[src/logic/pll_config_map.vh]
`ifndef PLL_CONFIG_MAP_VH
`define PLL_CONFIG_MAP_VH

// register indices; byte address is four times the index
`define OFS_BANK_SELECT 8'h10
`define OFS_CONFIG_ONE 8'h11
`define OFS_CONFIG_TWO 8'h12

`define RST_BANK_SELECT 8'h01
`define RST_CONFIG_ONE 8'h00
`define RST_CONFIG_TWO 8'h00

`define BANK_PLL_ONE 2'h1
`define BANK_PLL_TWO 2'h2

// config one fields
`define POS_ENABLE 7
`define POS_BYPASS 6
`define POS_ALIGN 5
`define HIGH_SPEED_DIVIDER_HI 3
`define HIGH_SPEED_DIVIDER_LO 0

// config two fields
`define INPUT_DIVIDER_RATIO_HI 7
`define INPUT_DIVIDER_RATIO_LO 6
`define POS_EXTERNAL_SWITCH_MODE 5
`define ALT_HI 4
`define ALT_LO 3
`define PRI_HI 2
`define PRI_LO 0

`endif
[src/logic/pll_config_bank.v]
`timescale 1ns/1ps
`include "pll_config_map.vh"

module pll_config_bank (
    input wire I_CORE_CLK, // core clock 250 MHz
    input wire I_RSTN, // async reset, active low
    input wire I_WB_CYC, // wishbone cycle
    input wire I_WB_STB, // wishbone strobe
    input wire I_WB_WE, // wishbone write enable
    input wire [9:0] I_WB_ADR, // byte address
    input wire [3:0] I_WB_SEL, // byte lanes
    input wire [31:0] I_WB_DAT, // write data
    output reg [31:0] O_WB_DAT, // read data
    output reg O_WB_ACK, // acknowledge
    output wire O_WB_ERR, // tied low, unmapped addresses are acked
    input wire I_SWITCH_PIN, // shared source-switch pin
    input wire I_DPLL_EXTERNAL_SWITCH_MODE, // dpll external switching on
    input wire I_CRYSTAL_PRESENT, // crystal fitted
    output wire [1:0] O_PLL_ENABLE, // per pll enable
    output wire [1:0] O_PLL_BYPASS, // per pll bypass
    output wire [1:0] O_ALIGN_PULSE, // divider align reset pulse
    output wire [7:0] O_HIGH_SPEED_DIVIDER_HALVES, // per pll high-speed divider code, 4 bits each
    output wire [7:0] O_INDIV_RATIO, // per pll input divide ratio, 4 bits each
    output wire [5:0] O_SOURCE_SEL, // per pll decoded source, 3 bits each
    output reg O_SWITCH_PIN_ACTIVE // pin acts as source switch
);

    //////////////////////////////////////////////////////////////////////
    // source codes driven on O_SOURCE_SEL
    localparam [2:0] SRC_IN_ONE = 3'h0;
    localparam [2:0] SRC_IN_TWO = 3'h1;
    localparam [2:0] SRC_CRYSTAL_BLOCK = 3'h2;
    localparam [2:0] SRC_CRYSTAL_PIN = 3'h3;
    localparam [2:0] SRC_MASTER = 3'h4;
    localparam [2:0] SRC_DPLL = 3'h5;
    localparam [2:0] SRC_NONE = 3'h7;

    //////////////////////////////////////////////////////////////////////
    // decoders

    // only codes 01 and 10 map a pll into the window
    function bank_valid;
        input [1:0] code;
        begin
            bank_valid = (code == `BANK_PLL_ONE) || (code == `BANK_PLL_TWO);
        end
    endfunction

    // register index compare, shared by all address decodes
    function reg_hit;
        input [7:0] index;
        input [7:0] offset;
        begin
            reg_hit = (index == offset);
        end
    endfunction

    function [3:0] in_ratio;
        input [1:0] code;
        begin
            in_ratio = 4'h1 << code;
        end
    endfunction

    function [2:0] src_decode;
        input [2:0] code;
        input crystal;
        begin
            case (code)
                3'h0: src_decode = SRC_IN_ONE;
                3'h1: src_decode = SRC_IN_TWO;
                3'h2: src_decode = crystal ? SRC_CRYSTAL_BLOCK : SRC_CRYSTAL_PIN;
                3'h3: src_decode = SRC_MASTER;
                3'h4: src_decode = SRC_DPLL;
                3'h6: src_decode = SRC_DPLL;
                3'h7: src_decode = SRC_DPLL;
                default: src_decode = SRC_NONE;
            endcase
        end
    endfunction

    //////////////////////////////////////////////////////////////////////
    // pin synchronisers
    reg switch_meta_reg;
    reg switch_sync_reg;
    reg crystal_meta_reg;
    reg crystal_sync_reg;
    reg dpll_meta_reg;
    reg dpll_sync_reg;

    always @(posedge I_CORE_CLK or negedge I_RSTN) begin
        if (!I_RSTN) begin
            switch_meta_reg <= 1'b0;
            switch_sync_reg <= 1'b0;
            crystal_meta_reg <= 1'b0;
            crystal_sync_reg <= 1'b0;
            dpll_meta_reg <= 1'b0;
            dpll_sync_reg <= 1'b0;
        end else begin
            switch_meta_reg <= I_SWITCH_PIN;
            switch_sync_reg <= switch_meta_reg;
            crystal_meta_reg <= I_CRYSTAL_PRESENT;
            crystal_sync_reg <= crystal_meta_reg;
            dpll_meta_reg <= I_DPLL_EXTERNAL_SWITCH_MODE;
            dpll_sync_reg <= dpll_meta_reg;
        end
    end

    //////////////////////////////////////////////////////////////////////
    // wishbone slave
    reg [7:0] bank_reg;
    reg [7:0] bank_next;
    reg [7:0] cfg_one_reg [0:1];
    reg [7:0] cfg_two_reg [0:1];
    reg [7:0] one_next;
    reg [7:0] two_next;
    reg [31:0] rdat_next;
    integer k;

    wire req = I_WB_CYC & I_WB_STB & ~O_WB_ACK;
    wire [7:0] idx = I_WB_ADR[9:2];
    wire hit_sel = reg_hit(idx, `OFS_BANK_SELECT);
    wire hit_one = reg_hit(idx, `OFS_CONFIG_ONE);
    wire hit_two = reg_hit(idx, `OFS_CONFIG_TWO);
    wire bank_ok = bank_valid(bank_reg[1:0]);
    wire bank_idx = bank_reg[1];
    wire wr = req & I_WB_WE & I_WB_SEL[0];
    wire rd = req & ~I_WB_WE;

    // every access is acked, unmapped ones included
    assign O_WB_ERR = 1'b0;

    //////////////////////////////////////////////////////////////////////
    // read data mux

    always @* begin
        rdat_next = 32'h0;
        if (rd) begin
            if (hit_sel) begin
                rdat_next = {30'h0, bank_reg[1:0]};
            end else if (hit_one && bank_ok) begin
                rdat_next = {24'h0, cfg_one_reg[bank_idx]};
            end else if (hit_two && bank_ok) begin
                rdat_next = {24'h0, cfg_two_reg[bank_idx]};
            end
        end
    end

    always @(posedge I_CORE_CLK or negedge I_RSTN) begin
        if (!I_RSTN) begin
            O_WB_ACK <= 1'b0;
            O_WB_DAT <= 32'h0;
        end else begin
            O_WB_ACK <= req;
            O_WB_DAT <= rdat_next;
        end
    end

    //////////////////////////////////////////////////////////////////////
    // register writes

    always @* begin
        bank_next = bank_reg;
        if (wr && hit_sel) begin
            bank_next = {6'h0, I_WB_DAT[1:0]};
        end
    end

    // only the copy chosen by the bank field is touched
    always @* begin
        one_next = cfg_one_reg[bank_idx];
        two_next = cfg_two_reg[bank_idx];
        if (wr && hit_one) begin
            one_next = I_WB_DAT[7:0] & 8'hEF; // bit 4 reserved
        end
        if (wr && hit_two) begin
            two_next = I_WB_DAT[7:0];
        end
    end

    always @(posedge I_CORE_CLK or negedge I_RSTN) begin
        if (!I_RSTN) begin
            bank_reg <= `RST_BANK_SELECT;
            for (k = 0; k < 2; k = k + 1) begin
                cfg_one_reg[k] <= `RST_CONFIG_ONE;
                cfg_two_reg[k] <= `RST_CONFIG_TWO;
            end
        end else begin
            bank_reg <= bank_next;
            if (bank_ok) begin
                cfg_one_reg[bank_idx] <= one_next;
                cfg_two_reg[bank_idx] <= two_next;
            end
        end
    end

    //////////////////////////////////////////////////////////////////////
    // per pll controls

    genvar g;
    generate
        for (g = 0; g < 2; g = g + 1) begin : per_pll
            wire [7:0] one_q = cfg_one_reg[g];
            wire [7:0] two_q = cfg_two_reg[g];
            wire use_alt = two_q[`POS_EXTERNAL_SWITCH_MODE] & switch_sync_reg;
            reg align_prev_reg;
            reg pulse_reg;
            reg pulse_next;
            reg enable_reg;
            reg enable_next;
            reg bypass_reg;
            reg bypass_next;
            reg [3:0] high_speed_divider_reg;
            reg [3:0] high_speed_divider_next;
            reg [3:0] ratio_reg;
            reg [3:0] ratio_next;
            reg [2:0] source_reg;
            reg [2:0] source_next;

            // one pulse per rising change of the align bit
            always @* begin
                pulse_next = one_q[`POS_ALIGN] & ~align_prev_reg;
            end

            always @* begin
                enable_next = one_q[`POS_ENABLE];
                bypass_next = one_q[`POS_BYPASS];
                high_speed_divider_next = one_q[`HIGH_SPEED_DIVIDER_HI:`HIGH_SPEED_DIVIDER_LO];
                ratio_next = in_ratio(two_q[`INPUT_DIVIDER_RATIO_HI:`INPUT_DIVIDER_RATIO_LO]);
            end

            // alternate field only counts in external switching mode
            always @* begin
                if (use_alt) begin
                    source_next = src_decode({1'b0, two_q[`ALT_HI:`ALT_LO]},
                        crystal_sync_reg);
                end else begin
                    source_next = src_decode(two_q[`PRI_HI:`PRI_LO],
                        crystal_sync_reg);
                end
            end

            always @(posedge I_CORE_CLK or negedge I_RSTN) begin
                if (!I_RSTN) begin
                    align_prev_reg <= 1'b0;
                    pulse_reg <= 1'b0;
                    enable_reg <= 1'b0;
                    bypass_reg <= 1'b0;
                    high_speed_divider_reg <= 4'h0;
                    ratio_reg <= 4'h1;
                    source_reg <= SRC_IN_ONE;
                end else begin
                    align_prev_reg <= one_q[`POS_ALIGN];
                    pulse_reg <= pulse_next;
                    enable_reg <= enable_next;
                    bypass_reg <= bypass_next;
                    high_speed_divider_reg <= high_speed_divider_next;
                    ratio_reg <= ratio_next;
                    source_reg <= source_next;
                end
            end

            assign O_ALIGN_PULSE[g] = pulse_reg;
            assign O_PLL_ENABLE[g] = enable_reg;
            assign O_PLL_BYPASS[g] = bypass_reg;
            assign O_HIGH_SPEED_DIVIDER_HALVES[4*g +: 4] = high_speed_divider_reg;
            assign O_INDIV_RATIO[4*g +: 4] = ratio_reg;
            assign O_SOURCE_SEL[3*g +: 3] = source_reg;
        end
    endgenerate

    //////////////////////////////////////////////////////////////////////
    // shared switch pin role

    always @(posedge I_CORE_CLK or negedge I_RSTN) begin
        if (!I_RSTN) begin
            O_SWITCH_PIN_ACTIVE <= 1'b0;
        end else begin
            O_SWITCH_PIN_ACTIVE <= cfg_two_reg[0][`POS_EXTERNAL_SWITCH_MODE] | cfg_two_reg[1][`POS_EXTERNAL_SWITCH_MODE]
                | dpll_sync_reg;
        end
    end

endmodule

[config.mk]
export PLATFORM = sky130hd
export DESIGN_NAME = pll_config_bank
export DESIGN_NICKNAME = d
export VERILOG_FILES = /design/src/logic/pll_config_bank.v
export VERILOG_INCLUDE_DIRS = /design/src /design/src/logic
export SDC_FILE = /design/constraint.sdc
export NUM_CORES = 1
export LEC_CHECK = 0
export BUFFER_PORTS_ARGS = -buffer_cell sky130_fd_sc_hd__buf_2
export CORE_ASPECT_RATIO = 0.9
export CORE_MARGIN = 2
export CORE_UTILIZATION = 55
export CTS_CLUSTER_DIAMETER = 80
export DETAILED_ROUTE_END_ITERATION = 10
export GPL_ROUTABILITY_DRIVEN = 0
export PLACE_DENSITY = 0.84
export REMOVE_ABC_BUFFERS = 1
export SLEW_MARGIN = 20
export SYNTH_ARGS = -nofsm -noshare
export SYNTH_HDL_FRONTEND = slang
export SYNTH_SLANG_ARGS = --single-unit
[constraint.sdc]
create_clock -name I_CORE_CLK -period 4.4 [get_ports I_CORE_CLK]
set_input_delay 0.44 -clock I_CORE_CLK [delete_from_list [all_inputs] [get_ports I_CORE_CLK]]
set_output_delay 0.44 -clock I_CORE_CLK [all_outputs]
set_load 0.01 [all_outputs]
After elaboration in Yosys (flattened, before gate mapping)
Index checks and enable logic that the tools add are counted.
{"block": "word_totals", "register_bits": 104, "out_inout_bits": 63, "word_cells": 107, "input_bits": 54}
{"block": "classes", "n_eq_ne": 23, "bitwise_logic": 16, "n_reduce_logical": 13, "n_mux": 23, "n_shift": 2, "magnitude_cmp": 2}
{"operator": "8-bit two-way mux", "n": 13}
{"operator": "16-bit bitwise mux", "n": 2}
{"operator": "3-bit one-hot mux with 5 select lines", "n": 2}
{"operator": "8-bit by 5-bit == test with 1-bit output, second input constant", "n": 3}
{"operator": "3-bit one-hot mux with 4 select lines", "n": 2}
{"operator": "3-bit == test, second input constant", "n": 6}
{"operator": "3-bit by 2-bit == test with 1-bit output, second input constant", "n": 4}
{"operator": "2-bit == test, second input constant", "n": 5}
{"operator": "1-bit AND", "n": 9}
{"operator": "8-bit demux with 1-bit select", "n": 1}
{"operator": "1-bit by 2-bit left shift with 4-bit output, first input constant", "n": 2}
{"operator": "2-bit by 1-bit == test with 1-bit output, second input constant", "n": 3}
{"operator": "3-bit by 1-bit == test with 1-bit output, second input constant", "n": 2}
{"operator": "1-bit logical AND", "n": 6}
{"operator": "3-bit logical NOT", "n": 2}
{"operator": "3-bit two-way mux", "n": 2}
{"operator": "3-bit OR reduction", "n": 2}
{"operator": "2-bit logical NOT", "n": 2}
{"operator": "1-bit inverter", "n": 4}
{"operator": "2-bit greater-or-equal comparator, second input constant", "n": 1}
{"operator": "2-bit by 1-bit less-than comparator with 1-bit output, second input constant", "n": 1}
{"operator": "1-bit inverter with 2-bit output", "n": 1}
{"operator": "1-bit OR", "n": 2}
{"operator": "1-bit logical OR", "n": 1}
{"operator": "1-bit two-way mux", "n": 1}

Longest topological paths before layout
Gate-level depths: netlist of the first run.
{"block": "depth", "depth_word": 8, "ltp_mapped": 9, "mapped_depth_nobuf": 6}

Worst setup path before layout of the first run
No wires, ideal clock.
{"block": "synth_path", "kind": "reg-to-reg", "start": "register bank_reg[1]", "end": "register cfg_two_reg, in the netlist per_pll[0].two_q[2]", "arrival_ns": 1.957, "setup_ns": 0.069, "required_time_ns": 4.331, "synth_period_minus_slack_ns": 2.026, "n_path_buf": 3, "slack_ns": 2.374, "path_stages_with_launch": 10, "cell_sequence": "dfrtp_1 > inv_1 > clkbuf_1 > ha_1 > buf_2 > clkinv_1 > nor2_1 > buf_2 > a32oi_1 > nand3_1"}
{"block": "synth_between", "elab_chain_cells": 6, "word_cells_on_any_way": 14, "classes_between": "order compare: 2; eq/ne: 2; mux: 7; bitwise: 1; reduce/logical: 2"}
{"element": "from (decl)", "line_no": "pll_config_bank.v:111", "rtl": "reg [7:0] bank_reg;"}
{"element": "from (signal assigned)", "line_no": "pll_config_bank.v:183", "rtl": "bank_reg <= `RST_BANK_SELECT;"}
{"element": "from (signal assigned)", "line_no": "pll_config_bank.v:189", "rtl": "bank_reg <= bank_next;"}
{"element": "1-bit inverter with 2-bit output (implied by the code)", "line_no": "pll_config_bank.v:172, pll_config_bank.v:192"}
{"element": "2-bit greater-or-equal comparator (implied by the code), or another cell as far along", "line_no": "pll_config_bank.v:192", "rtl": "cfg_two_reg[bank_idx] <= two_next;"}
{"element": "1-bit logical AND (implied by the code) / 8-bit two-way mux (equally long branches)", "line_no": "pll_config_bank.v:192, pll_config_bank.v:172"}
{"element": "8-bit two-way mux, on equally long branches", "line_no": "pll_config_bank.v:192, pll_config_bank.v:172"}
{"element": "8-bit demux with 1-bit select / 8-bit two-way mux (equally long branches)", "line_no": "pll_config_bank.v:192, pll_config_bank.v:176"}
{"element": "16-bit bitwise mux", "line_no": "pll_config_bank.v:192"}
{"element": "to (signal, indexed assignment)", "line_no": "pll_config_bank.v:186", "rtl": "cfg_two_reg[k] <= `RST_CONFIG_TWO;"}
{"element": "to (signal, indexed assignment)", "line_no": "pll_config_bank.v:192"}
{"element": "to (decl)", "line_no": "pll_config_bank.v:114", "rtl": "reg [7:0] cfg_two_reg [0:1];"}
Parallel ways exist; a longest one is shown, timed or not. The select of a mux whose other input is x is not followed.
A chain may end at the register's enable or synchronous reset.

Final worst setup path of the first run
{"block": "layout_path", "start": "register bank_reg[1]", "end": "register cfg_two_reg, in the netlist per_pll[0].two_q[4]"}
Same word-level chain as after synthesis.

==> results.py, run 1 <==
metrics = {
    "run_status": {
        "status": "finished clean",
    },
    "synthesis": {
        "syn_area_per_cell_um2": 10.06,
        "yosysSeqAreaShare": 0.5189,
        "synth-seq-cells": 80,
        "synth_top_area_frac": 0.4985,
        "yosysMostFrequentCell": "nand3_1",
        "synth_edf_count": 0,
        "synth_cell_types": 41,
        "synth_area_leaders": "dfrtp_1 50%, nand3_1 11%, buf_4 6.6%",
        "synthTopCellsByCount": "86 x nand3_1, 77 x dfrtp_1, 34 x buf_4",
        "postSynth.asyncResetShare": 1.000,
        "synth_top_area_cell": "dfrtp_1",
        "synth_flop_cell": "dfrtp_1",
        "yosys_warnings": 0,
        "synth.cell_area_um2": 3865,
        "netlist_instances": 384,
    },
    "drt": {
        "drt_first_pass_iters": 5,
        "drt-initial-drc-count": 245,
        "num_vias": 3137,
        "drc_errors": 0,
        "routed_wl_mm": 8.589,
        "viasPerCell": 5.998,
        "wl_per_cell_um": 16.42,
        "ant_nets": 0,
    },
    "timing": {
        "worst_pin_slew_ns": 0.9596,
        "fin_setup_tns_ns": 0,
        "fin_skew_ns": 0.006618,
        "rsz0062_at_grt": "no",
        "setup_viol": 0,
        "layout_min_cycle_time_ns": 2.501,
        "relSlewSlack": 0.3603,
        "finalCritPeriodShare": 0.5684,
        "slew_violations": 0,
        "whs_ns": 0.1854,
        "hold_violations": 0,
        "fmax_ghz": 0.3999,
    },
    "clock_tree": {
        "cts.htree.levels": 3,
        "post_cts_resized": 0,
        "cts-root-buf": "clkbuf_8",
        "cts_setup_buffers": 0,
        "ctsHoldBuffers": 0,
        "clock_sinks": 80,
        "worstSkewPairLatency_ns": 0.36,
        "cts_buffers": 9,
        "cts_buffer_depth": 2,
        "path_clk_slew_ns": 0.07,
        "cts_tree": "yes",
    },
    "critical_path": {
        "max_stage_delay_ns": 0.66,
        "path_cells": "inv_1 > buf_4 > ha_1 > clkinv_1 > nor2_1 > buf_4 > a32oi_1 > o211ai_1",
        "worstReg2RegStart": "bank_reg[1]",
        "crit_path_end_kind": "flop",
        "cp_max_fo": 17,
        "critPathLaunch": "bank_reg[1]",
        "slowest_stage": "ha_1",
        "path_common_cell": "buf_4",
        "crit_type": "flop to flop",
        "cp.arrival_ns": 2.77,
        "cp_data_required_time_ns": 4.67,
        "start_kind": "flop",
    },
    "global_routing": {
        "grt_pass1_wl_mm": 14.05,
        "grt_pass1_vias": 2830,
        "grt_max_degree": 81,
        "track_usage": 0.2294,
        "antenna_found_initial": 0,
        "grt.overflow.total": 0,
    },
    "place": {
        "place_area_um2": 4056,
        "port_buffers": 62,
        "dp_hpwl_mm": 5.430,
    },
    "die": {
        "die_y_um": 83.53,
        "placementRows": 28,
        "core_um2": 6691,
        "start_util": 0.5776,
        "io_pins": 117,
        "fp.dieArea_um2": 7714,
        "die_w_um": 92.36,
    },
    "finish": {
        "multiInputGateArea_um2": 1550,
        "drive_above_1_share": 0.2148,
        "antenna_cells": 0,
        "seq_area_um2": 2006,
        "fin_area_um2": 4328,
        "nNetsFinal": 484,
        "n_fill_cell": 546,
        "area_growth_pct": 11.98,
    },
    "flow_run": {
        "drv_cap": 0,
    },
    "power_and_ir_drop": {
        "vdd_drop_max_uv": 170.6,
        "total_leakage_power_nw": 2.037,
        "powerDensity_nw_per_um2": 376.7,
    },
    "hold_path": {
        "min_from": "I_SWITCH_PIN",
        "min_path_type": "input pin to flop",
    },
}
-- where the power goes --
group	internal, mW	switching (mW)	leakage [nW]
Sequential	0.784	0.0429	0.937
Combinational	0.0591	0.0845	0.977
Clock	0.394	0.266	0.124
Total	1.24	0.394	2.04
-- per-stage QoR --
stage / setup slack, ns / utilization / cells / power, mW
3_5_place_dp: 1.665 / 0.6062 / 505 / 0.9845
3_3_place_gp: 1.808 / 0.6062 / 505 / 0.9775
2_1_floorplan: 1.324 / - / 346 / 0.9104
4_1_cts: 1.908 / 0.6429 / 521 / 1.640
5_1_grt: 1.731 / 0.6468 / 523 / 1.702
6_report: 1.899 / 0.6468 / 523 / 1.631
-- final timing paths --
path                                        endpoint  slack [ns]  depth (start not counted)
max in group asynchronous        per_pll[0].two_q[0]        3.56                          1
worst min register to register         dpll_sync_reg        0.35                          0
worst max-delay path             per_pll[0].two_q[4]        1.90                          8
worst max register to register   per_pll[0].two_q[4]        1.90                          8
min in group asynchronous       per_pll[1].pulse_reg        0.24                          1
worst min-delay path                 switch_meta_reg        0.19                          1
-- per-layer routing --
| layer | part of all wire | wire [um] | track usage |
|---|---|---|---|
| met5 | 0 | 0 | 0 |
| met4 | 0.015 | 126 | 0.08955 |
| met3 | 0.091 | 784 | 0.04336 |
| met2 | 0.47 | 4025 | 0.3597 |
| met1 | 0.43 | 3652 | 0.3166 |
-- critical path: cells and delay by family, from the launching register on --
family | cells | cell delay [ns]
AND/OR/NAND/NOR | 1 | 0.40
buffers and inverters | 4 | 0.75
flip-flops | 1 | 0.38
adder cells (fa/ha/maj) | 1 | 0.66
AO/OA/AOI/OAI | 2 | 0.22
-- logic make-up (layout without fill, tap and decap cells) --
| logic type | Yosys count | count (layout) | synth area share |
|---|---|---|---|
| AND/OR/NAND/NOR | 158 | 158 | 0.2192 |
| flip-flops | 80 | 80 | 0.5189 |
| buffers and inverters | 68 | 93 | 0.1033 |
| AO/OA/AOI/OAI | 61 | 61 | 0.1143 |
| multiplexers | 14 | 14 | 0.03691 |
| adder cells (fa/ha/maj) | 2 | 2 | 0.006474 |
| other | 1 | 25 | 0.0009703 |
-- area by class of cell --
cell class / instances / share of cell area
Clock inverter: 5 / 0.02400
Clock buffer: 11 / 0.03267
Multi-Input combinational cell: 260 / 0.3582
Timing Repair Buffer: 71 / 0.09049
Tap cell: 90 / 0.02602
Inverter: 6 / 0.005204
Sequential cell: 80 / 0.4634
-- layout by cell type (no fill, tap or decap), types with 2 or more instances in the layout --
cell,n
a211oi_1,5
a21oi_1,15
a32oi_1,23
and2_1,7
and4_1,2
and4b_1,2
buf_2,61
buf_4,8
bufinv_16,3
clkbuf_8,10
clkinv_1,2
conb_1,25
dfrtp_1,77
dfstp_2,3
ha_1,2
inv_1,4
mux2_2,2
mux2i_1,12
nand2_1,15
nand2b_1,4
nand3_1,86
nand4_1,10
nor2_1,14
nor2b_1,12
o21a_1,3
o21ai_0,2
o22ai_1,5
o32a_1,2
Note: power is estimated with default switching activity, not from simulation.
==> inputs of run 2 (changes only) <==
--- a/config.mk
+++ b/config.mk
@@ -9,11 +9,11 @@
 export BUFFER_PORTS_ARGS = -buffer_cell sky130_fd_sc_hd__buf_2
 export CORE_ASPECT_RATIO = 0.9
 export CORE_MARGIN = 2
-export CORE_UTILIZATION = 55
+export CORE_UTILIZATION = 46
 export CTS_CLUSTER_DIAMETER = 80
 export DETAILED_ROUTE_END_ITERATION = 10
 export GPL_ROUTABILITY_DRIVEN = 0
-export PLACE_DENSITY = 0.84
+export PLACE_DENSITY = 0.74
 export REMOVE_ABC_BUFFERS = 1
 export SLEW_MARGIN = 20
 export SYNTH_ARGS = -nofsm -noshare
==> constraint.sdc (replaced) <==
create_clock -name I_CORE_CLK -period 2.09 [get_ports I_CORE_CLK]
set_input_delay 0.209 -clock I_CORE_CLK [delete_from_list [all_inputs] [get_ports I_CORE_CLK]]
set_output_delay 0.209 -clock I_CORE_CLK [all_outputs]
set_load 0.01 [all_outputs]
==> run 2 against run 1 <==
  * Flip-flop and latch count stayed put
  * Largest power group unchanged
  * Via count grew 0.19%
  * Total power up 110%
  * Clock-buffer cell count is 1 lower
==> results.py, run 2 (synthesis results as in run 1) <==
metrics = {
    "run_status": {
        "status": "finished clean",
    },
    "clock_tree": {
        "cts_setup_buffers": 0,
        "clock_sinks": 80,
        "cts_buffers": 9,
        "cts_buffer_depth": 2,
        "cts-root-buf": "clkbuf_8",
        "cts_tree": "yes",
        "cts.htree.levels": 3,
        "worstSkewPairLatency_ns": 0.36,
        "path_clk_slew_ns": 0.08,
    },
    "timing": {
        "layout_min_cycle_time_ns": 1.781,
        "rsz0062_at_grt": "no",
        "setup_viol": 0,
        "worst_pin_slew_ns": 0.8137,
        "hold_violations": 0,
        "finalCritPeriodShare": 0.8523,
        "fin_setup_tns_ns": 0,
        "relSlewSlack": 0.4570,
        "fmax_ghz": 0.5614,
        "slew_violations": 0,
        "fin_skew_ns": 0.01059,
        "whs_ns": 0.1184,
    },
    "die": {
        "die_y_um": 90.96,
        "io_pins": 117,
        "fp.dieArea_um2": 9152,
        "die_w_um": 100.6,
        "core_um2": 8107,
        "placementRows": 31,
        "start_util": 0.4768,
    },
    "power_and_ir_drop": {
        "sequentialPowerShare": 0.514,
        "vdd_drop_max_uv": 358.0,
        "combinationalPowerShare": 0.092,
        "powerDensity_nw_per_um2": 770.5,
        "total_leakage_power_nw": 2.065,
        "p_sw_uw": 817.3,
        "power_frac_clock": 0.394,
        "fin_total_pwr_mw": 3.392,
        "p_int_mw": 2.575,
        "swShare": 0.2409,
    },
    "drt": {
        "routed_wl_mm": 8.657,
        "wl_per_cell_um": 16.03,
        "viasPerCell": 5.820,
        "drt_first_pass_iters": 4,
        "drt-initial-drc-count": 234,
        "ant_nets": 0,
        "num_vias": 3143,
        "drc_errors": 0,
    },
    "finish": {
        "fin_area_um2": 4403,
        "mostFrequentLayoutCell": "nand3_1",
        "area_growth_pct": 13.92,
        "n_fill_cell": 712,
        "final_cell_mix": "86 x nand3_1, 77 x dfrtp_1, 61 x buf_2, 25 x conb_1, 23 x a32oi_1",
        "drive_above_1_share": 0.2222,
        "antenna_cells": 0,
        "seq_area_um2": 2006,
        "multiInputGateArea_um2": 1553,
        "fin_cells": 540,
        "nNetsFinal": 492,
    },
    "global_routing": {
        "grt.overflow.total": 0,
        "grt_pass1_wl_mm": 14.32,
        "antenna_found_initial": 0,
        "grt_pass1_vias": 2919,
        "track_usage": 0.1992,
        "grt_max_degree": 40,
    },
    "critical_path": {
        "crit_type": "flop to flop",
        "r2r_slack_ns": 0.31,
        "cp.arrival_ns": 2.01,
        "crit_path_end_kind": "flop",
        "max_stage_delay_ns": 0.43,
        "worstRegToRegCells": 5,
        "path_cells": "buf_4 > mux2i_1 > o21a_1 > o32a_1 > a211oi_1",
        "slowest_stage": "dfrtp_1",
        "cp_max_fo": 35,
        "critPathLaunch": "bank_reg[1]",
        "regToRegEndpoint": "O_WB_DAT[1]",
        "crit_path_end": "O_WB_DAT[1]",
        "cp_data_required_time_ns": 2.32,
        "start_kind": "flop",
        "worstReg2RegStart": "bank_reg[1]",
    },
    "place": {
        "place_area_um2": 4125,
        "dp_hpwl_mm": 5.752,
        "dp_cells": 520,
        "port_buffers": 62,
    },
    "flow_run": {
        "drv_cap": 0,
    },
    "hold_path": {
        "min_path_type": "input pin to flop",
    },
}
[run 2: changes by cell type in the layout (fill, tap and decap cells not counted), sizes merged]
cell / previous run / this run
clkinv: 3 / 4
clkbuf: 11 / 10
dlygate4sd3: 0 / 4
inv: 5 / 4
buf: 71 / 75
clkinvlp: 0 / 1
[run 2: routing by layer]
metal	vias up	track usage	wire, um
met5	-	0	0
met4	0	0.1016	177
met3	24	0.05389	767
met2	164	0.2917	4020
met1	1508	0.2702	3691
li1	1447	-	-
[run 2: how the worst min path moves through the flow]
stage | from | end | slack, ns | depth (start not counted)
floorplan | I_RSTN | O_SWITCH_PIN_ACTIVE | -0.09 | 0
global placement | I_RSTN | per_pll[1].pulse_reg | 0.16 | 1
detailed placement | I_RSTN | per_pll[1].pulse_reg | 0.16 | 1
CTS | I_WB_DAT[4] | per_pll[1].two_q[4] | 0.11 | 3
global route | I_WB_DAT[4] | per_pll[1].two_q[4] | 0.15 | 3
finish | I_WB_DAT[4] | per_pll[1].two_q[4] | 0.12 | 3
[run 2: repair_timing]
action                                 CTS  global route
endpoints found under the hold margin   31             0
hold buffers                             4             0
setup endpoints to repair                1             0
gates resized for setup                  1             0
[run 2: worst max-delay path: cells and delay by family, from the launching register on]
kind                   cells  cell delay, ns
AOI/OAI and AO/OA          3            0.64
buffers and inverters      1            0.43
DFF                        1            0.43
muxes                      1            0.15
[run 2: power by group through the flow]
| stage | clock network [mW] | registers (mW) | logic [mW] |
|---|---|---|---|
| 2_1_floorplan | 0 | 1.78 | 0.139 |
| 3_3_place_gp | 0 | 1.77 | 0.301 |
| 3_5_place_dp | 0 | 1.77 | 0.308 |
| 4_1_cts | 1.37 | 1.74 | 0.316 |
| 5_1_grt | 1.42 | 1.76 | 0.351 |
| 6_report | 1.34 | 1.74 | 0.312 |
[run 2: layout make-up]
type                       count  share of cell area
sequential                    80              0.4555
multi-input combinational    260              0.3527
timing repair buffer          79              0.1051
clock buffer                  10             0.02899
tap                           99             0.02813
clock inverter                 6             0.02444
inverter                       6            0.005115
[run 2: stage by stage]
stage,setup WS (ns),util
6_report,0.3086,0.5431
5_1_grt,0.1433,0.5431
4_1_cts,0.3262,0.5431
3_5_place_dp,0.01651,0.5089
3_3_place_gp,0.1214,0.5089
2_1_floorplan,-0.9856,-
==> inputs of run 3 (changes only) <==
--- a/config.mk
+++ b/config.mk
@@ -7,13 +7,15 @@
 export NUM_CORES = 1
 export LEC_CHECK = 0
 export BUFFER_PORTS_ARGS = -buffer_cell sky130_fd_sc_hd__buf_2
+export CELL_PAD_IN_SITES_DETAIL_PLACEMENT = 0
+export CELL_PAD_IN_SITES_GLOBAL_PLACEMENT = 1
 export CORE_ASPECT_RATIO = 0.9
 export CORE_MARGIN = 2
-export CORE_UTILIZATION = 46
+export CORE_UTILIZATION = 35
 export CTS_CLUSTER_DIAMETER = 80
 export DETAILED_ROUTE_END_ITERATION = 10
 export GPL_ROUTABILITY_DRIVEN = 0
-export PLACE_DENSITY = 0.74
+export PLACE_DENSITY = 0.75
 export REMOVE_ABC_BUFFERS = 1
 export SLEW_MARGIN = 20
 export SYNTH_ARGS = -nofsm -noshare
==> run 3 against run 2 <==
  * Non-clock buffer count up 2
  * Global-route usage down 3.9 points
  * Critical endpoint is now per_pll[0].two_q[4]
  * Die area up 30%
  * Worst setup slack worse by 0.079 ns
  * Fmax down 4.2%
  * Register-to-register slack worse by 0.08 ns
  * Sequential share of layout area down 1.0 points
  * Clock power up 13%
  * Sequential power about the same
  * Cell area up 2.3%
  * Clock-buffer cell count unchanged
==> results.py, run 3 (synthesis results as in run 1) <==
metrics = {
    "timing": {
        "slew_violations": 0,
        "hold_violations": 0,
        "worst_pin_slew_ns": 0.7659,
        "rsz0062_at_grt": "no",
        "setup_viol": 0,
        "fmax_ghz": 0.5376,
        "finalCritPeriodShare": 0.8900,
        "relSlewSlack": 0.4888,
        "fin_skew_ns": 0.005404,
        "layout_min_cycle_time_ns": 1.860,
        "whs_ns": 0.1600,
    },
    "critical_path": {
        "worstReg2RegStart": "bank_reg[1]",
        "crit_type": "flop to flop",
        "cp_max_fo": 15,
        "worstRegToRegCells": 8,
        "cp.arrival_ns": 2.10,
        "cp_data_required_time_ns": 2.33,
        "start_kind": "flop",
        "regToRegEndpoint": "per_pll[0].two_q[4]",
        "crit_path_end_kind": "flop",
        "r2r_slack_ns": 0.23,
    },
    "die": {
        "start_util": 0.3575,
        "fp.dieArea_um2": 11900,
        "placementRows": 36,
        "io_pins": 117,
        "core_um2": 10810,
        "die_y_um": 103.7,
        "die_w_um": 114.8,
    },
    "hold_path": {
        "min_path_type": "input pin to flop",
        "min_to": "per_pll[1].two_q[4]",
        "hold_depth": 3,
        "min_from": "I_WB_DAT[4]",
    },
    "place": {
        "dp_hpwl_mm": 6.317,
        "dp_cells": 556,
        "port_buffers": 62,
    },
    "finish": {
        "drive_above_1_share": 0.2257,
        "fin_cells": 576,
        "mostFrequentLayoutCell": "nand3_1",
        "area_growth_pct": 16.51,
        "n_fill_cell": 1062,
        "multiInputGateArea_um2": 1553,
        "antenna_cells": 0,
        "nNetsFinal": 494,
        "seq_area_um2": 2006,
        "final_cell_mix": "86 x nand3_1, 77 x dfrtp_1, 61 x buf_2, 25 x conb_1, 23 x a32oi_1",
    },
    "drt": {
        "drt-initial-drc-count": 248,
        "drc_errors": 0,
        "drt_first_pass_iters": 5,
        "routed_wl_mm": 9.370,
        "viasPerCell": 5.420,
        "num_vias": 3122,
        "ant_nets": 0,
        "wl_per_cell_um": 16.27,
    },
    "power_and_ir_drop": {
        "vdd_drop_max_uv": 352.1,
        "total_leakage_power_nw": 2.097,
        "fin_total_pwr_mw": 3.581,
        "powerDensity_nw_per_um2": 795.2,
    },
    "clock_tree": {
        "clock_sinks": 80,
        "cts_tree": "yes",
        "worstSkewPairLatency_ns": 0.33,
        "post_cts_resized": 0,
        "path_clk_slew_ns": 0.06,
        "cts_setup_buffers": 0,
        "cts.htree.levels": 3,
        "cts_buffer_depth": 2,
        "cts-root-buf": "clkbuf_16",
        "cts_buffers": 9,
    },
    "global_routing": {
        "grt_pass1_vias": 2910,
        "grt.overflow.total": 0,
        "grt_pass1_wl_mm": 15.05,
        "antenna_found_initial": 0,
        "track_usage": 0.1607,
        "grt_max_degree": 36,
    },
    "flow_run": {
        "drv_cap": 0,
    },
    "run_status": {
        "status": "finished clean",
    },
}
==> run 3: cell types whose count changed in the layout (fill, tap and decap cells not counted), sizes merged <==
cell / delta
bufinv: -2
buf: +2
clkinv: +2
==> run 3: how the worst max path moves through the flow <==
stage	start	slack (ns)	to	cells after the start
6_report	bank_reg[1]	0.23	per_pll[0].two_q[4]	8
5_1_grt	bank_reg[1]	0.07	per_pll[0].two_q[4]	8
4_1_cts	bank_reg[1]	0.23	per_pll[0].two_q[4]	8
3_5_place_dp	bank_reg[1]	0.27	per_pll[0].two_q[1]	8
3_3_place_gp	bank_reg[0]	0.05	per_pll[1].two_q[0]	6
2_1_floorplan	bank_reg[1]	-0.99	per_pll[0].two_q[4]	6
==> run 3: metal layers <==
layer  track usage  up-vias  share of wire
met2        0.2426      146           0.45
li1              -     1454              -
met5             0        -              0
met1        0.2304     1513           0.47
met4       0.03614        0          0.010
met3       0.04447        9          0.068
==> run 3: repair_timing <==
item | CTS | global route
hold buffers | 4 | 0
endpoints found under the setup margin | 0 | 0
endpoints found under the hold margin | 33 | 0
==> run 3: cell type report <==
| class | instances | share of cell area |
|---|---|---|
| inverter | 6 | 0.005001 |
| clock buffer | 10 | 0.05085 |
| multi-input combinational | 260 | 0.3448 |
| clock inverter | 6 | 0.01361 |
| tap | 133 | 0.03695 |
| sequential | 80 | 0.4454 |
| timing repair buffer | 81 | 0.1034 |
==> run 3: stage by stage <==
step / TNS, ns / setup WS [ns] / util / cell area [um2]
2_1_floorplan: -27.88 / -0.9856 / - / 3578
5_1_grt: 0 / 0.06664 / 0.4166 / 4503
3_3_place_gp: 0 / 0.05270 / 0.3858 / 4170
6_report: 0 / 0.2299 / 0.4166 / 4503
4_1_cts: 0 / 0.2297 / 0.4166 / 4503
3_5_place_dp: 0 / 0.2670 / 0.3860 / 4173
==> run 3: power breakdown <==
group	total (mW)	switching, mW	internal, mW
Combinational	0.314	0.181	0.133
Sequential	1.75	0.0934	1.65
Clock	1.52	0.599	0.920
==> run 3: critical path, stage by stage, from the launching register on <==
cell      delay (ns)
dfrtp_1         0.38
buf_4           0.20
inv_1           0.08
ha_1            0.16
clkinv_1        0.28
nor2_1          0.23
buf_4           0.20
a32oi_1         0.11
o211ai_1        0.11
